--- src/rtl/ivsm_defines.svh ---
`ifndef IVSM_DEFINES_SVH
`define IVSM_DEFINES_SVH

// polling slots, slot 0 highest
`define IVSM_NUM_SLOTS      11
`define IVSM_SLOT_PIN0      1
`define IVSM_SLOT_TMR0      2
`define IVSM_SLOT_PIN1      3
`define IVSM_SLOT_TMR1      4
`define IVSM_SLOT_TMR2      6
`define IVSM_SLOT_UART1     7
`define IVSM_SLOT_EXT8      8
`define IVSM_SLOT_EXT9      9
`define IVSM_SLOT_EXT10     10

// vector address per slot
`define IVSM_VEC_S0         8'h33
`define IVSM_VEC_S1         8'h03
`define IVSM_VEC_S2         8'h0b
`define IVSM_VEC_S3         8'h13
`define IVSM_VEC_S4         8'h1b
`define IVSM_VEC_S5         8'h23
`define IVSM_VEC_S6         8'h2b
`define IVSM_VEC_S7         8'h3b
`define IVSM_VEC_S8         8'h43
`define IVSM_VEC_S9         8'h4b
`define IVSM_VEC_S10        8'h53

// interrupt number per slot
`define IVSM_NUM_S0         4'h6
`define IVSM_NUM_S1         4'h0
`define IVSM_NUM_S2         4'h1
`define IVSM_NUM_S3         4'h2
`define IVSM_NUM_S4         4'h3
`define IVSM_NUM_S5         4'h4
`define IVSM_NUM_S6         4'h5
`define IVSM_NUM_S7         4'h7
`define IVSM_NUM_S8         4'h8
`define IVSM_NUM_S9         4'h9
`define IVSM_NUM_S10        4'ha

// main enable register bit positions (priority bits share them)
`define IVSM_MEN_PIN0       0
`define IVSM_MEN_TMR0       1
`define IVSM_MEN_PIN1       2
`define IVSM_MEN_TMR1       3
`define IVSM_MEN_TMR2       5
`define IVSM_MEN_UART1      6
`define IVSM_MEN_GLOBAL     7

// extended enable register bit positions
`define IVSM_XEN_EXT8       0
`define IVSM_XEN_EXT9       1
`define IVSM_XEN_EXT10      2

// source group bit positions and usable-bit masks
`define IVSM_GRPC_RTC_BAD   0
`define IVSM_GRPC_PIN2      2
`define IVSM_GRPC_PIN3      3
`define IVSM_GRPA_MASK      8'hbf
`define IVSM_GRPB_MASK      8'hec
`define IVSM_GRPC_MASK      8'h0d

`endif

--- src/rtl/ivsm_pkg.sv ---
package ivsm_pkg;

  // peripheral event pulses, one sys_clk cycle each
  typedef struct packed {
    logic       tmr0_ovf;
    logic       tmr1_ovf;
    logic       tmr2_ovf;
    logic       tmr2_ext;
    logic       uart1_rx;
    logic       uart1_tx;
    logic [7:0] grp_a;
    logic [7:0] grp_b;
    logic       rtc_bad_data;
  } ivsm_evt_s;

  // software clear strobes, one cycle each
  typedef struct packed {
    logic       pin0;
    logic       tmr0;
    logic       pin1;
    logic       tmr1;
    logic       tmr2_ovf;
    logic       tmr2_ext;
    logic       uart1_rx;
    logic       uart1_tx;
    logic [2:0] ext;
    logic [7:0] grp_a;
    logic [7:0] grp_b;
    logic [7:0] grp_c;
  } ivsm_clr_s;

  // flag state presented to the core
  typedef struct packed {
    logic       pin0;
    logic       tmr0;
    logic       pin1;
    logic       tmr1;
    logic       tmr2_ovf;
    logic       tmr2_ext;
    logic       uart1_rx;
    logic       uart1_tx;
    logic [2:0] ext;
    logic [7:0] grp_a;
    logic [7:0] grp_b;
    logic [7:0] grp_c;
  } ivsm_flag_s;

  // service nesting state
  typedef enum logic [1:0] {
    SVC_IDLE,
    SVC_LO,
    SVC_HI,
    SVC_HI_ON_LO
  } ivsm_svc_e;

endpackage : ivsm_pkg

--- src/rtl/ivsm_pin_edge.sv ---
`timescale 1ns/100ps
`default_nettype none

module ivsm_pin_edge (
  input  wire logic       sys_clk,
  input  wire logic       rstn,
  input  wire logic [3:0] pin_n,
  output logic      [3:0] pin_low_r,
  output logic      [3:0] pin_fall_r
);

  logic [3:0] meta_r;
  logic [3:0] sync_r;
  logic [3:0] prev_r;

  genvar g;
  generate
    for (g = 0; g < 4; g = g + 1) begin : g_pin
      // two flops before any logic; idle level of a pin is high
      always_ff @(posedge sys_clk or negedge rstn) begin
        if (!rstn) begin
          meta_r[g]     <= 1'b1;
          sync_r[g]     <= 1'b1;
          prev_r[g]     <= 1'b1;
          pin_low_r[g]  <= 1'b0;
          pin_fall_r[g] <= 1'b0;
        end else begin
          meta_r[g]     <= pin_n[g];
          sync_r[g]     <= meta_r[g];
          prev_r[g]     <= sync_r[g];
          pin_low_r[g]  <= ~sync_r[g];
          pin_fall_r[g] <= prev_r[g] & ~sync_r[g];
        end
      end
    end
  endgenerate

endmodule : ivsm_pin_edge

`default_nettype wire

--- src/rtl/ivsm_core.sv ---
`include "ivsm_defines.svh"
`timescale 1ns/100ps
`default_nettype none

module ivsm_core
  import ivsm_pkg::*;
(
  input  wire logic       sys_clk,
  input  wire logic       rstn,
  input  wire logic       pin_irq_zero_n,
  input  wire logic       pin_irq_one_n,
  input  wire logic       pin_irq_two_n,
  input  wire logic       pin_irq_three_n,
  input  wire logic       pin0_edge_mode,
  input  wire logic       pin1_edge_mode,
  input  wire logic [7:0] main_irq_enable_reg,
  input  wire logic [7:0] extended_irq_enable_reg,
  input  wire logic [7:0] src_group_a_enable,
  input  wire logic [7:0] src_group_b_enable,
  input  wire logic [7:0] src_group_c_enable,
  input  wire logic [7:0] prio_main,
  input  wire logic [7:0] prio_ext,
  input  wire ivsm_evt_s  periph_evt,
  input  wire ivsm_clr_s  flag_clr,
  input  wire logic       irq_ack,
  input  wire logic       irq_return,
  output ivsm_flag_s      flags_r,
  output logic            irq_req_r,
  output logic      [7:0] irq_vector_r,
  output logic      [3:0] irq_number_r,
  output logic            irq_level_r,
  output ivsm_svc_e       svc_state_r
);

  // lowest index wins, which is the polling order
  // polling order scan
  function automatic logic [3:0] first_set(input logic [10:0] v);
    logic [3:0] idx;
    idx = 4'h0;
    for (int i = 10; i >= 0; i--) begin
      if (v[i]) begin
        idx = 4'(i);
      end
    end
    return idx;
  endfunction : first_set

  // vector address of a polling slot
  // reserved slots keep an entry so the table stays complete
  function automatic logic [7:0] slot_vector(input logic [3:0] s);
    logic [7:0] v;
    v = `IVSM_VEC_S0;
    unique case (s)
      4'h0: v = `IVSM_VEC_S0;
      4'h1: v = `IVSM_VEC_S1;
      4'h2: v = `IVSM_VEC_S2;
      4'h3: v = `IVSM_VEC_S3;
      4'h4: v = `IVSM_VEC_S4;
      4'h5: v = `IVSM_VEC_S5;
      4'h6: v = `IVSM_VEC_S6;
      4'h7: v = `IVSM_VEC_S7;
      4'h8: v = `IVSM_VEC_S8;
      4'h9: v = `IVSM_VEC_S9;
      4'ha: v = `IVSM_VEC_S10;
      default: v = `IVSM_VEC_S0;
    endcase
    return v;
  endfunction : slot_vector

  // interrupt number of a polling slot
  // numbers follow the same slot order as the vectors
  function automatic logic [3:0] slot_number(input logic [3:0] s);
    logic [3:0] n;
    n = `IVSM_NUM_S0;
    unique case (s)
      4'h0: n = `IVSM_NUM_S0;
      4'h1: n = `IVSM_NUM_S1;
      4'h2: n = `IVSM_NUM_S2;
      4'h3: n = `IVSM_NUM_S3;
      4'h4: n = `IVSM_NUM_S4;
      4'h5: n = `IVSM_NUM_S5;
      4'h6: n = `IVSM_NUM_S6;
      4'h7: n = `IVSM_NUM_S7;
      4'h8: n = `IVSM_NUM_S8;
      4'h9: n = `IVSM_NUM_S9;
      4'ha: n = `IVSM_NUM_S10;
      default: n = `IVSM_NUM_S0;
    endcase
    return n;
  endfunction : slot_number

  // synchronised pins
  // pins are asynchronous; both sync flops sit in the edge module
  logic [3:0]  pin_low;
  logic [3:0]  pin_fall;

  ivsm_pin_edge u_pin_edge (
    .sys_clk    (sys_clk),
    .rstn       (rstn),
    .pin_n      ({pin_irq_three_n, pin_irq_two_n,
                  pin_irq_one_n, pin_irq_zero_n}),
    .pin_low_r  (pin_low),
    .pin_fall_r (pin_fall)
  );

  // internal state
  logic [3:0]  irq_slot_r;
  ivsm_flag_s  flags_nxt;
  ivsm_svc_e   svc_state_nxt;

  // acknowledge decode, one-hot on the granted slot
  // an ack while no request stands is dropped here
  wire         ack_take = irq_ack & irq_req_r;
  wire  [10:0] ack_oh   = ack_take ? (11'h001 << irq_slot_r) : 11'h000;

  // source group event vectors with reserved bits removed
  wire  [7:0]  grp_c_evt;
  wire  [7:0]  evt_a    = periph_evt.grp_a & `IVSM_GRPA_MASK;
  wire  [7:0]  evt_b    = periph_evt.grp_b & `IVSM_GRPB_MASK;
  wire  [7:0]  evt_c    = grp_c_evt & `IVSM_GRPC_MASK;

  assign grp_c_evt = {4'h0, pin_fall[3], pin_fall[2], 1'b0,
                      periph_evt.rtc_bad_data};

  // enabled pending sources per group
  // masking here too keeps a stray enable off reserved bits
  wire  [7:0]  live_a = flags_r.grp_a & src_group_a_enable & `IVSM_GRPA_MASK;
  wire  [7:0]  live_b = flags_r.grp_b & src_group_b_enable & `IVSM_GRPB_MASK;
  wire  [7:0]  live_c = flags_r.grp_c & src_group_c_enable & `IVSM_GRPC_MASK;

  // an enabled source event raises the extended flag
  wire  [2:0]  ext_set = {|(evt_c & src_group_c_enable),
                          |(evt_b & src_group_b_enable),
                          |(evt_a & src_group_a_enable)};

  // hardware clears for edge-mode pins 0 and 1 and timers 0 and 1 happen on the grant
  wire         clr_pin0 = flag_clr.pin0 | ack_oh[`IVSM_SLOT_PIN0];
  wire         clr_pin1 = flag_clr.pin1 | ack_oh[`IVSM_SLOT_PIN1];
  wire         clr_tmr0 = flag_clr.tmr0 | ack_oh[`IVSM_SLOT_TMR0];
  wire         clr_tmr1 = flag_clr.tmr1 | ack_oh[`IVSM_SLOT_TMR1];

  // flag next state; everywhere a set beats a clear in the same cycle
  always_comb begin
    flags_nxt = flags_r;
    // level mode is not latched; the flag drops with the pin
    // pin zero mode
    flags_nxt.pin0 = pin0_edge_mode ?
                     (pin_fall[0] | (flags_r.pin0 & ~clr_pin0)) :
                     pin_low[0];
    flags_nxt.pin1 = pin1_edge_mode ?
                     (pin_fall[1] | (flags_r.pin1 & ~clr_pin1)) :
                     pin_low[1];
    flags_nxt.tmr0 = periph_evt.tmr0_ovf | (flags_r.tmr0 & ~clr_tmr0);
    flags_nxt.tmr1 = periph_evt.tmr1_ovf | (flags_r.tmr1 & ~clr_tmr1);
    flags_nxt.tmr2_ovf = periph_evt.tmr2_ovf |
                         (flags_r.tmr2_ovf & ~flag_clr.tmr2_ovf);
    flags_nxt.tmr2_ext = periph_evt.tmr2_ext |
                         (flags_r.tmr2_ext & ~flag_clr.tmr2_ext);
    flags_nxt.uart1_rx = periph_evt.uart1_rx |
                         (flags_r.uart1_rx & ~flag_clr.uart1_rx);
    flags_nxt.uart1_tx = periph_evt.uart1_tx |
                         (flags_r.uart1_tx & ~flag_clr.uart1_tx);
    flags_nxt.grp_a = evt_a | (flags_r.grp_a & ~flag_clr.grp_a);
    flags_nxt.grp_b = evt_b | (flags_r.grp_b & ~flag_clr.grp_b);
    flags_nxt.grp_c = evt_c | (flags_r.grp_c & ~flag_clr.grp_c);
    flags_nxt.ext = ext_set | (flags_r.ext & ~flag_clr.ext);
  end

  // raw requests per polling slot, before the global gate
  wire  [10:0] slot_req;
  // the global enable gates every slot, extended ones too
  wire         glob_en = main_irq_enable_reg[`IVSM_MEN_GLOBAL];

  assign slot_req[0] = 1'b0;
  assign slot_req[5] = 1'b0;
  assign slot_req[`IVSM_SLOT_PIN0] =
      main_irq_enable_reg[`IVSM_MEN_PIN0] & flags_r.pin0;
  assign slot_req[`IVSM_SLOT_TMR0] =
      main_irq_enable_reg[`IVSM_MEN_TMR0] & flags_r.tmr0;
  assign slot_req[`IVSM_SLOT_TMR1] =
      main_irq_enable_reg[`IVSM_MEN_TMR1] & flags_r.tmr1;
  assign slot_req[`IVSM_SLOT_PIN1] =
      main_irq_enable_reg[`IVSM_MEN_PIN1] & flags_r.pin1;
  assign slot_req[`IVSM_SLOT_TMR2] =
      main_irq_enable_reg[`IVSM_MEN_TMR2] &
      (flags_r.tmr2_ovf | flags_r.tmr2_ext);
  assign slot_req[`IVSM_SLOT_UART1] =
      main_irq_enable_reg[`IVSM_MEN_UART1] &
      (flags_r.uart1_rx | flags_r.uart1_tx);
  assign slot_req[`IVSM_SLOT_EXT8] =
      extended_irq_enable_reg[`IVSM_XEN_EXT8] & flags_r.ext[0] & |live_a;
  assign slot_req[`IVSM_SLOT_EXT9] =
      extended_irq_enable_reg[`IVSM_XEN_EXT9] & flags_r.ext[1] & |live_b;
  assign slot_req[`IVSM_SLOT_EXT10] =
      extended_irq_enable_reg[`IVSM_XEN_EXT10] & flags_r.ext[2] & |live_c;

  // priority level per slot; reserved slots sit low
  // per slot level
  wire  [10:0] slot_hi = {prio_ext[`IVSM_XEN_EXT10],
                          prio_ext[`IVSM_XEN_EXT9],
                          prio_ext[`IVSM_XEN_EXT8],
                          prio_main[`IVSM_MEN_UART1],
                          prio_main[`IVSM_MEN_TMR2],
                          1'b0,
                          prio_main[`IVSM_MEN_TMR1],
                          prio_main[`IVSM_MEN_PIN1],
                          prio_main[`IVSM_MEN_TMR0],
                          prio_main[`IVSM_MEN_PIN0],
                          1'b0};

  wire  [10:0] req_all = glob_en ? slot_req : 11'h000;
  wire  [10:0] req_hi  = req_all & slot_hi;
  wire  [10:0] req_lo  = req_all & ~slot_hi;
  wire         any_hi  = |req_hi;
  wire         any_lo  = |req_lo;
  wire  [3:0]  win     = any_hi ? first_set(req_hi) : first_set(req_lo);

  // HI and HI_ON_LO block all; there is no third level
  // only a strictly higher level may interrupt
  wire         allowed = (svc_state_r == SVC_IDLE) ? (any_hi | any_lo) :
                         (svc_state_r == SVC_LO)   ? any_hi : 1'b0;

  // the grant edge itself drops the request so it is not seen twice
  // without this the core could take one slot on two edges
  wire         req_nxt = allowed & ~ack_take;

  // nesting bookkeeping on grant and return
  always_comb begin
    svc_state_nxt = svc_state_r;
    unique case (svc_state_r)
      SVC_IDLE: begin
        if (ack_take) begin
          svc_state_nxt = irq_level_r ? SVC_HI : SVC_LO;
        end
      end
      SVC_LO: begin
        if (ack_take && irq_level_r) begin
          svc_state_nxt = SVC_HI_ON_LO;
        end else if (irq_return) begin
          svc_state_nxt = SVC_IDLE;
        end
      end
      SVC_HI: begin
        if (irq_return) begin
          svc_state_nxt = SVC_IDLE;
        end
      end
      SVC_HI_ON_LO: begin
        if (irq_return) begin
          svc_state_nxt = SVC_LO;
        end
      end
    endcase
  end

  // flag and nesting registers
  // a set beats a clear, so a pulse during a clear is kept
  always_ff @(posedge sys_clk or negedge rstn) begin
    if (!rstn) begin
      flags_r     <= '0;
      svc_state_r <= SVC_IDLE;
    end else begin
      flags_r     <= flags_nxt;
      svc_state_r <= svc_state_nxt;
    end
  end

  // request towards the core; held fields follow the winner each cycle
  // a late ack therefore takes whatever wins at that edge
  always_ff @(posedge sys_clk or negedge rstn) begin
    if (!rstn) begin
      irq_req_r    <= 1'b0;
      irq_slot_r   <= 4'h0;
      irq_vector_r <= 8'h00;
      irq_number_r <= 4'h0;
      irq_level_r  <= 1'b0;
    end else if (!ack_take) begin
      irq_req_r    <= req_nxt;
      irq_slot_r   <= win;
      irq_vector_r <= slot_vector(win);
      irq_number_r <= slot_number(win);
      irq_level_r  <= any_hi;
    end else begin
      irq_req_r    <= 1'b0;
    end
  end

endmodule : ivsm_core

`default_nettype wire

--- config.mk ---
export PLATFORM = sky130hd
export DESIGN_NAME = ivsm_core
export DESIGN_NICKNAME = d
export VERILOG_FILES = /design/src/rtl/ivsm_pkg.sv /design/src/rtl/ivsm_pin_edge.sv /design/src/rtl/ivsm_core.sv
export VERILOG_INCLUDE_DIRS = /design/src /design/src/rtl
export SDC_FILE = /design/constraint.sdc
export NUM_CORES = 1
export LEC_CHECK = 0
export ABC_AREA = 1
export ABC_CLOCK_PERIOD_IN_PS = 4700
export BUFFER_PORTS_ARGS = -buffer_cell sky130_fd_sc_hd__buf_2
export CAP_MARGIN = 30
export CORE_MARGIN = 3
export CORE_UTILIZATION = 49
export DETAILED_ROUTE_END_ITERATION = 8
export PLACE_DENSITY_LB_ADDON = 0.08
export RECOVER_POWER = 100
export SETUP_SLACK_MARGIN = 0.4
export SYNTH_ARGS = -nofsm -noshare
export SYNTH_HDL_FRONTEND = slang
export SYNTH_SLANG_ARGS = --single-unit
--- constraint.sdc ---
create_clock -name sys_clk -period 4.7 [get_ports sys_clk]
set_input_delay 0.705 -clock sys_clk [delete_from_list [all_inputs] [get_ports sys_clk]]
set_output_delay 0.705 -clock sys_clk [all_outputs]
set_load 0.03 [all_outputs]
==> impl_metrics.csv, run 1 <==
group,metric,value,unit
logic_synthesis,async_reset_ff_share,100,%
setup_path,reg2reg_from,"flags_r[13]$_DFF_PN0_",
flow_run,cap_violations,0,
logic_synthesis,synthTopCellsByCount,"nand2_1, inv_1, dfrtp_1",
floorplan,ios,175,
timing,drv_slew,0,
power_and_ir_drop,p_total,1.63,mW
power_and_ir_drop,p_leak,2.34,nW
power_and_ir_drop,pwr-share-comb,27.5,%
power_and_ir_drop,power.switching,0.606,mW
logic_synthesis,syn_inst,373,
setup_path,path_max_fanout,15,
floorplan,coreArea,0.00646,mm²
cts,cts_tree,"done",
global_routing,grt_pass1_vias,2851,
placement,io_buffers,146,
cts,cts_buffers,9,
timing,hold_viol,0,
timing,clock-skew-final,0.00891,ns
timing,whs,0.358,ns
cts,cts_max_path_buffers,2,
global_routing,antenna_found_initial,1,
detailed_routing,drtPass1Iterations,4,
finish,n_antenna_cell,0,
timing,tns,0,ns
finish,final_cell_area,0.00420,mm²
placement,dp_hpwl,5870,µm
global_routing,grt_pass1_wl,12100,µm
power_and_ir_drop,power_density,388,mW/mm²
power_and_ir_drop,swShare,37.2,%
outcome,outcome,"finished clean",
setup_path,cp-end-kind,"flip-flop",
global_routing,gr-total-overflow,0,
logic_synthesis,synth_edf_count,0,
timing,tightest_slew,0.960,ns
detailed_routing,ant_nets,0,
setup_path,ff2ff_path_depth,18,
cts,clkTransAtPathRegs,0.08,ns
floorplan,dieArea,0.00779,mm²
floorplan,dieWidth,88.2,µm
cts,cts_setup_buffers,0,
logic_synthesis,synth_seq_area_share,50.3,%
timing,min_period_over_period,64.3,%
power_and_ir_drop,power.share.sequential,42.2,%
timing,setup_viol,0,
cts,clock_latency,0.35,ns
finish,fin_nets,652,
logic_synthesis,synth.avg_cell_area,8.89,µm²
timing,rsz0062_at_grt,"false",
timing,slew_headroom,36.0,%
logic_synthesis,synthFlopType,"dfrtp_1",
logic_synthesis,synth_top_area_share,40.8,%
cts,hold_buffers,0,
finish,drive_gt1_share,28.8,%
power_and_ir_drop,vdd_ir_drop_max,0.000273,V
logic_synthesis,ys_warn_count,0,
cts,post_cts_resized,0,
timing,fmax,331,MHz
global_routing,grt_max_degree,67,
cts,clock_sinks,66,
cts,htreeDepth,3,
finish,final_cells,605,
power_and_ir_drop,internal_power,1.02,mW
finish,layout.core_utilization,65.0,%
setup_path,timing_worst_setup_path_type,"input pin to flip-flop",
finish,fill_cells,587,
hold_path,hp-start,"u_pin_edge.meta_r[2]$_DFF_PN1_",
floorplan,die_h,88.2,µm
setup_path,worst_setup_path_start_kind,"input pin",
finish,area_delta_synth_final,26.7,%
floorplan,std_cell_rows,29,
logic_synthesis,synth.most_common_cell,"nand2_1",
floorplan,start_util,51.3,%
setup_path,cp_data_required_time,4.94,ns
logic_synthesis,synth.distinct_cells,39,
detailed_routing,wl_per_cell,12.2,µm
placement,place_inst,589,
detailed_routing,viasPerCell,4.70,
setup_path,reg2reg_slack,2.14,ns
detailed_routing,drt_wl_total,7390,µm
detailed_routing,drc,0,
placement,place_congestion,0.822,
hold_path,hold_path_depth,0,
setup_path,r2r_end,"irq_number_r[0]$_DFFE_PN0N_",
hold_path,min_path_type,"flip-flop to flip-flop",
detailed_routing,dr_total_vias,2843,
detailed_routing,drt_iter0_markers,66,
cts,clockRootBuffer,"clkbuf_8",
logic_synthesis,synth-seq-cells,66,
timing,period_needed,3.02,ns
global_routing,track_usage,20.2,%
placement,dp_slack,1.89,ns
power_and_ir_drop,clockPowerShare,30.3,%
hold_path,hold_end,"u_pin_edge.sync_r[2]$_DFF_PN1_",
placement,dpl_cell_area,0.00408,mm²
logic_synthesis,synth.area.top_cells,"dfrtp_1, dfstp_2, nand2_1",
timing,setup_slack,1.68,ns
logic_synthesis,yosys.area.top_type,"dfrtp_1",
setup_path,worstPathArrival,3.26,ns
logic_synthesis,syn_area,0.00331,mm²
kinds of logic after synthesis:
| group | after synthesis | share of synthesized area, % |
|---|---|---|
| AO/OA/AOI/OAI | 43 | 9.17 |
| AND/OR/NAND/NOR | 168 | 27.0 |
| flip-flops | 66 | 50.3 |
| adder cells (fa/ha/maj) | 5 | 1.89 |
| multiplexers | 1 | 0.302 |
| other | 1 | 0.113 |
| buffers and inverters | 89 | 11.3 |
layer usage:
metal / track usage, % / part of all wire (%) / vias to the layer above
li1: - / - / 1449
met1: 23.1 / 41 / 1270
met2: 34.9 / 48 / 106
met4: 6.87 / 1.7 / 2
met3: 7.54 / 9.1 / 16
met5: 0 / 0.18 / -
critical path, cell delays in order:
cell and delay [ns]:
clkbuf_1 0.70, and3_1 0.30, nand3_1 0.19, nand2_1 0.12
nor2_1 0.09, nand2_1 0.10, inv_1 0.09, nor2_2 0.08
nand2_1 0.07, nand2_1 0.14, inv_1 0.09, ha_1 0.21
nand3b_1 0.17, nand2_1 0.08, inv_1 0.04, nand2_1 0.05
nand2_1 0.04
layout by cell type (no fill, tap or decap), types with 3 or more instances in the layout:
master	instances
buf_2	90
nand2_1	81
inv_1	75
clkbuf_1	56
dfrtp_1	54
nor2_1	25
o21bai_1	20
nand3_1	19
clkbuf_8	9
dfstp_2	9
nand4_1	7
nand2_2	7
nor2_4	6
nand2_4	5
o21ai_0	5
ha_1	5
a21oi_1	4
nand3_2	3
inv_2	3
nand3b_1	3
nand4_2	3
nor2_2	3
a31oi_1	3
inv_6	3
dfstp_1	3
power groups by stage:
stage | Sequential, mW | Combinational [mW] | Clock, mW
floorplan | 0.788 | 0.244 | 0
global placement | 0.694 | 0.465 | 0
detailed placement | 0.697 | 0.474 | 0
CTS | 0.687 | 0.475 | 0.509
global route | 0.698 | 0.498 | 0.537
finish | 0.688 | 0.448 | 0.494
how the worst max path moves through the flow:
stage                                       from  cells after the start  slack (ns)                          end
after CTS                 main_irq_enable_reg[7]                     17        2.25  irq_number_r[2]$_DFFE_PN0N_
final                     main_irq_enable_reg[7]                     17        1.68  irq_number_r[0]$_DFFE_PN0N_
after detailed placement  main_irq_enable_reg[7]                     17        1.89  irq_number_r[2]$_DFFE_PN0N_
after global placement    main_irq_enable_reg[7]                     17        1.93  irq_number_r[2]$_DFFE_PN0N_
after global routing      main_irq_enable_reg[7]                     17        1.40  irq_number_r[2]$_DFFE_PN0N_
after floorplan            src_group_b_enable[5]                     18        2.40  irq_number_r[0]$_DFFE_PN0N_
cell type report:
class	count	area [µm²]	area share, %
Timing Repair Buffer	147	668	15.9
Multi-Input combinational cell	219	1260	30.0
Sequential cell	66	1670	39.7
Inverter	80	303	7.21
Clock buffer	9	124	2.95
Tap cell	77	96.3	2.29
Clock inverter	7	82.6	1.97
state kept, by name, indices dropped and copies added (netlist names):
signal / cells
flags_r: 35
irq_level_r: 1
irq_number_r: 4
irq_req_r: 1
irq_slot_r: 4
irq_vector_r: 1
svc_state_r: 2
u_pin_edge.meta_r: 4
u_pin_edge.pin_fall_r: 4
u_pin_edge.pin_low_r: 2
u_pin_edge.prev_r: 4
u_pin_edge.sync_r: 4
No activity file was read; power rests on OpenSTA's default activity.
==> run 2, diff against run 1 <==
--- a/config.mk
+++ b/config.mk
@@ -7,11 +7,11 @@
 export NUM_CORES = 1
 export LEC_CHECK = 0
 export ABC_AREA = 1
-export ABC_CLOCK_PERIOD_IN_PS = 4700
+export ABC_CLOCK_PERIOD_IN_PS = 2600
 export BUFFER_PORTS_ARGS = -buffer_cell sky130_fd_sc_hd__buf_2
 export CAP_MARGIN = 30
 export CORE_MARGIN = 3
-export CORE_UTILIZATION = 49
+export CORE_UTILIZATION = 41
 export DETAILED_ROUTE_END_ITERATION = 8
 export PLACE_DENSITY_LB_ADDON = 0.08
 export RECOVER_POWER = 100
==> constraint.sdc (replaced) <==
create_clock -name sys_clk -period 2.6 [get_ports sys_clk]
set_input_delay 0.39 -clock sys_clk [delete_from_list [all_inputs] [get_ports sys_clk]]
set_output_delay 0.39 -clock sys_clk [all_outputs]
set_load 0.03 [all_outputs]
==> impl_metrics.csv, run 2 (same netlist as run 1, synthesis figures left out) <==
group,metric,value,unit
outcome,outcome,"finished clean",
finish,multi_input_area,0.00137,mm²
floorplan,ios,175,
detailed_routing,drtPass1Iterations,4,
setup_path,cpMaxStageDelayCell,"clkbuf_1",
placement,place_congestion,0.813,
detailed_routing,wl_per_cell,12.3,µm
global_routing,grt_pass1_vias,2886,
floorplan,dieArea,0.00920,mm²
timing,clock-skew-final,0.00990,ns
detailed_routing,dr_total_vias,2909,
setup_path,r2r_end,"irq_number_r[1]$_DFFE_PN0N_",
floorplan,start_util,42.7,%
global_routing,grt_max_degree,42,
global_routing,grt_pass1_wl,12700,µm
global_routing,antenna_found_initial,0,
finish,layout_commonest_cell,"buf_2",
finish,largest_reg_flops,35,
finish,final_cell_mix,"buf_2, nand2_1, inv_1",
floorplan,std_cell_rows,32,
power_and_ir_drop,vdd_ir_drop_max,0.000334,V
setup_path,worstPathArrival,2.46,ns
timing,drv_slew,0,
timing,period_needed,2.21,ns
detailed_routing,drt_iter0_markers,101,
cts,clkTransAtPathRegs,0.08,ns
global_routing,gr-total-overflow,0,
power_and_ir_drop,power_density,703,mW/mm²
setup_path,path_max_fanout,11,
cts,htreeDepth,3,
finish,fin_nets,666,
cts,clockRootBuffer,"clkbuf_8",
setup_path,worst_setup_path_start_kind,"input pin",
cts,hold_buffers,0,
finish,area_delta_synth_final,35.2,%
detailed_routing,ant_nets,0,
setup_path,cp-end-kind,"flip-flop",
power_and_ir_drop,p_leak,2.44,nW
timing,setup_viol,0,
timing,tightest_slew,1.49,ns
setup_path,ff2ff_path_depth,17,
floorplan,die_h,95.9,µm
timing,rsz0062_at_grt,"true",
setup_path,timing_worst_setup_path_type,"input pin to flip-flop",
setup_path,cpPeakStageDelay,0.32,ns
setup_path,worstPathCellList,"buf_2 -> clkbuf_1 -> nand2_4 -> nor2_4 -> nand3_1 -> nand2_4 -> nor2_4 -> nand2_2 -> inv_2 -> nor2_2 -> nand2_2 -> nand2_4 -> inv_4 -> ha_4 -> nand3b_1 -> nand2_1 -> inv_1 -> nand2_1 -> nand2_1",
hold_path,min_path_type,"input pin to flip-flop",
cts,cts_tree,"done",
timing,min_period_over_period,85.1,%
finish,top_register,"flags_r",
flow_run,cap_violations,0,
cts,clock_latency,0.35,ns
finish,drive_gt1_share,34.9,%
placement,dp_hpwl,6200,µm
setup_path,reg2reg_from,"flags_r[23]$_DFF_PN0_",
timing,tns,0,ns
hold_path,hold_path_depth,1,
finish,fill_cells,738,
cts,clock_sinks,66,
detailed_routing,drc,0,
detailed_routing,drt_wl_total,7900,µm
global_routing,track_usage,18.2,%
hold_path,hold_end,"u_pin_edge.meta_r[2]$_DFF_PN1_",
setup_path,reg2reg_slack,0.47,ns
cts,cts_max_path_buffers,2,
detailed_routing,viasPerCell,4.52,
setup_path,cp_data_required_time,2.84,ns
cts,cts_buffers,9,
placement,io_buffers,146,
hold_path,hp-start,"pin_irq_two_n",
finish,seqCellArea,0.00167,mm²
floorplan,dieWidth,95.9,µm
floorplan,coreArea,0.00777,mm²
timing,whs,0.134,ns
timing,hold_viol,0,
timing,slew_headroom,0.883,%
finish,n_antenna_cell,0,
timing,fmax,452,MHz
[run 2: changes by cell type in the layout (fill, tap and decap cells not counted), sizes merged]
| cell | change |
|---|---|
| inv | -1 |
| clkbuf | +3 |
| clkinvlp | -2 |
| bufinv | +1 |
| buf | +12 |
| clkinv | +1 |
[run 2: metal layers]
layer / GRT usage (%) / share of wire, % / vias up
li1: - / - / 1486
met1: 21.6 / 41 / 1306
met2: 30.3 / 49 / 104
met3: 6.02 / 8.7 / 13
met4: 7.46 / 2.1 / 0
met5: 0 / 0 / -
[run 2: worst max path at each step]
stage	slack, ns	start	end
finish	0.39	main_irq_enable_reg[7]	irq_number_r[2]$_DFFE_PN0N_
CTS	0.40	flags_r[13]$_DFF_PN0_	irq_number_r[0]$_DFFE_PN0N_
detailed placement	0.15	main_irq_enable_reg[7]	irq_number_r[0]$_DFFE_PN0N_
global placement	0.18	main_irq_enable_reg[7]	irq_number_r[0]$_DFFE_PN0N_
global route	0.16	main_irq_enable_reg[7]	irq_number_r[2]$_DFFE_PN0N_
floorplan	0.46	flags_r[13]$_DFF_PN0_	irq_number_r[0]$_DFFE_PN0N_
[run 2: area by class of cell]
| type | instances | share of cell area, % |
|---|---|---|
| flip-flops and latches | 66 | 37.2 |
| well taps | 102 | 2.85 |
| clock buffers | 10 | 3.07 |
| repair buffers | 161 | 17.4 |
| multi-input cells | 219 | 30.5 |
| inverters | 80 | 6.87 |
| clock inverters | 6 | 2.12 |
[run 2: critical path: cells and delay by family]
kind	cells	cell delay (ns)
buffers and inverters	5	0.74
adder cells (fa/ha/maj)	1	0.14
AND/OR/NAND/NOR	13	1.17
[run 2: through the flow]
| step | total power [mW] | util [%] | setup slack (ns) | area [µm²] | cells |
|---|---|---|---|---|---|
| 5_1_grt | 3.35 | 57.7 | 0.157 | 4480 | 644 |
| 6_report | 3.15 | 57.7 | 0.387 | 4480 | 644 |
| 3_3_place_gp | 2.12 | 53.4 | 0.183 | 4150 | 617 |
| 4_1_cts | 3.17 | 56.9 | 0.402 | 4420 | 637 |
| 3_5_place_dp | 2.13 | 53.4 | 0.152 | 4150 | 617 |
| 2_1_floorplan | 1.86 | - | 0.459 | 3320 | 374 |
[run 2: report_power, final]
part	total (mW)	internal [mW]	switching, mW
Sequential	1.24	1.15	0.0904
Combinational	0.892	0.287	0.605
Clock	1.02	0.578	0.437
[run 2: timing repair]
item | in CTS | in global routing
pin swaps | 3 | 26
endpoints found under the setup margin | 4 | 4
gates cloned | 0 | 0
resized for setup | 3 | 24
setup buffers | 4 | 7
==> run 3, diff against run 2 <==
--- a/config.mk
+++ b/config.mk
@@ -10,6 +10,7 @@
 export ABC_CLOCK_PERIOD_IN_PS = 2600
 export BUFFER_PORTS_ARGS = -buffer_cell sky130_fd_sc_hd__buf_2
 export CAP_MARGIN = 30
+export CORE_ASPECT_RATIO = 1.75
 export CORE_MARGIN = 3
 export CORE_UTILIZATION = 41
 export DETAILED_ROUTE_END_ITERATION = 8
==> impl_metrics.csv, run 3 (same netlist as run 1, synthesis figures left out) <==
group,metric,value,unit
placement,dp_hpwl,6510,µm
global_routing,track_usage,19.0,%
detailed_routing,drtPass1Iterations,4,
detailed_routing,dr_total_vias,2999,
setup_path,reg2reg_slack,0.37,ns
floorplan,dieWidth,74.0,µm
cts,cts_tree,"done",
detailed_routing,ant_nets,0,
finish,layout_commonest_cell,"buf_2",
hold_path,hold_path_depth,1,
placement,place_congestion,0.839,
finish,final_cell_mix,"buf_2, nand2_1, inv_1",
setup_path,timing_worst_setup_path_type,"flip-flop to flip-flop",
detailed_routing,wl_per_cell,13.3,µm
floorplan,std_cell_rows,42,
placement,io_buffers,146,
setup_path,cp-end-kind,"flip-flop",
hold_path,hold_end,"u_pin_edge.meta_r[0]$_DFF_PN1_",
power_and_ir_drop,p_leak,2.51,nW
setup_path,worstPathArrival,2.45,ns
timing,drv_slew,29,
cts,hold_buffers,0,
setup_path,path_max_fanout,4,
finish,area_delta_synth_final,38.5,%
timing,hold_viol,0,
cts,clock_sinks,66,
cts,cts_buffers,9,
timing,clock-skew-final,0.00889,ns
flow_run,cap_violations,1,
finish,drive_gt1_share,36.1,%
power_and_ir_drop,p_total,3.41,mW
timing,whs,0.151,ns
outcome,outcome,"finished, violations left",
global_routing,grt_pass1_vias,3060,
detailed_routing,drt_iter0_markers,96,
finish,largest_reg_flops,35,
timing,fmax,448,MHz
power_and_ir_drop,vdd_ir_drop_max,0.000517,V
timing,tightest_slew,1.61,ns
floorplan,coreArea,0.00772,mm²
finish,n_antenna_cell,0,
finish,top_register,"flags_r",
cts,clock_latency,0.33,ns
timing,tns,0,ns
cts,clockRootBuffer,"clkbuf_16",
global_routing,grt_max_degree,39,
global_routing,gr-total-overflow,0,
floorplan,dieArea,0.00924,mm²
hold_path,min_path_type,"input pin to flip-flop",
timing,min_period_over_period,85.9,%
detailed_routing,drt_wl_total,8490,µm
outcome,violations,"max-capacitance violations, max-slew violations",
timing,slew_headroom,-7.14,%
floorplan,ios,175,
hold_path,hp-start,"pin_irq_zero_n",
cts,clkTransAtPathRegs,0.06,ns
setup_path,r2r_end,"irq_number_r[0]$_DFFE_PN0N_",
power_and_ir_drop,power_density,743,mW/mm²
detailed_routing,viasPerCell,4.71,
timing,period_needed,2.23,ns
floorplan,die_h,125,µm
detailed_routing,drc,0,
floorplan,start_util,42.9,%
setup_path,reg2reg_from,"flags_r[16]$_DFF_PN0_",
timing,setup_viol,0,
setup_path,worst_setup_path_start_kind,"flip-flop",
setup_path,cp_data_required_time,2.82,ns
global_routing,antenna_found_initial,0,
setup_path,ff2ff_path_depth,19,
finish,fin_nets,673,
timing,rsz0062_at_grt,"true",
cts,htreeDepth,3,
global_routing,grt_pass1_wl,13400,µm
cts,cts_max_path_buffers,2,
[run 3: layout make-up]
class / count / area [µm²]
timing repair buffer: 168 / 843
fill: 737 / 3130
multi-input combinational: 219 / 1360
clock buffer: 9 / 225
clock inverter: 7 / 77.6
sequential: 66 / 1670
inverter: 80 / 305
tap: 88 / 110
[run 3: critical path, stage by stage (launching register included)]
cell	delay, ns
dfrtp_1	0.39
nand2_1	0.07
nand2_1	0.05
nor2_1	0.11
nand2_1	0.09
nand3_1	0.15
nand2_1	0.11
nor2_4	0.12
nand2_4	0.08
inv_2	0.07
nor2_2	0.04
nand2_1	0.13
nand2_4	0.09
ha_1	0.20
inv_1	0.06
nand3_1	0.11
nand2_1	0.09
nand2_1	0.06
nand2_1	0.06
nand2_1	0.04
[run 3: worst max path at each step]
stage	startpoint	to	slack (ns)	depth (start not counted)
2_1_floorplan	flags_r[13]$_DFF_PN0_	irq_number_r[0]$_DFFE_PN0N_	0.46	18
3_3_place_gp	main_irq_enable_reg[7]	irq_number_r[0]$_DFFE_PN0N_	0.11	20
3_5_place_dp	main_irq_enable_reg[7]	irq_number_r[0]$_DFFE_PN0N_	0.09	20
4_1_cts	flags_r[14]$_DFF_PN0_	irq_number_r[2]$_DFFE_PN0N_	0.40	18
5_1_grt	flags_r[18]$_DFF_PN0_	irq_number_r[0]$_DFFE_PN0N_	0.17	19
6_report	flags_r[16]$_DFF_PN0_	irq_number_r[0]$_DFFE_PN0N_	0.37	19
[run 3: stage by stage]
stage                     cells  worst slack [ns]  util, %  cell area (µm²)
final                       637             0.366     59.4             4590
after global routing        637             0.171     59.4             4590
after CTS                   627             0.401     58.6             4530
after detailed placement    602            0.0927     53.4             4120
after global placement      602             0.114     53.4             4120
after floorplan             374             0.459        -             3320
[run 3: what timing repair did]
| action | in CTS | in global routing |
|---|---|---|
| setup buffers | 9 | 10 |
| pin swaps | 13 | 20 |
| gates resized for setup | 8 | 22 |
| setup endpoints to repair | 4 | 5 |
[run 3: layer usage]
metal	GRT usage (%)	up-vias	part of all wire, %
li1	-	1499	-
met1	19.0	1380	35
met2	32.8	97	54
met3	4.74	23	6.0
met4	13.1	0	4.8
met5	0	-	0
[run 3: where the power goes]
group	internal [mW]	switching [mW]	leakage [nW]
registers	1.15	0.0920	0.764
logic	0.313	0.631	1.60
clock network	0.751	0.469	0.152
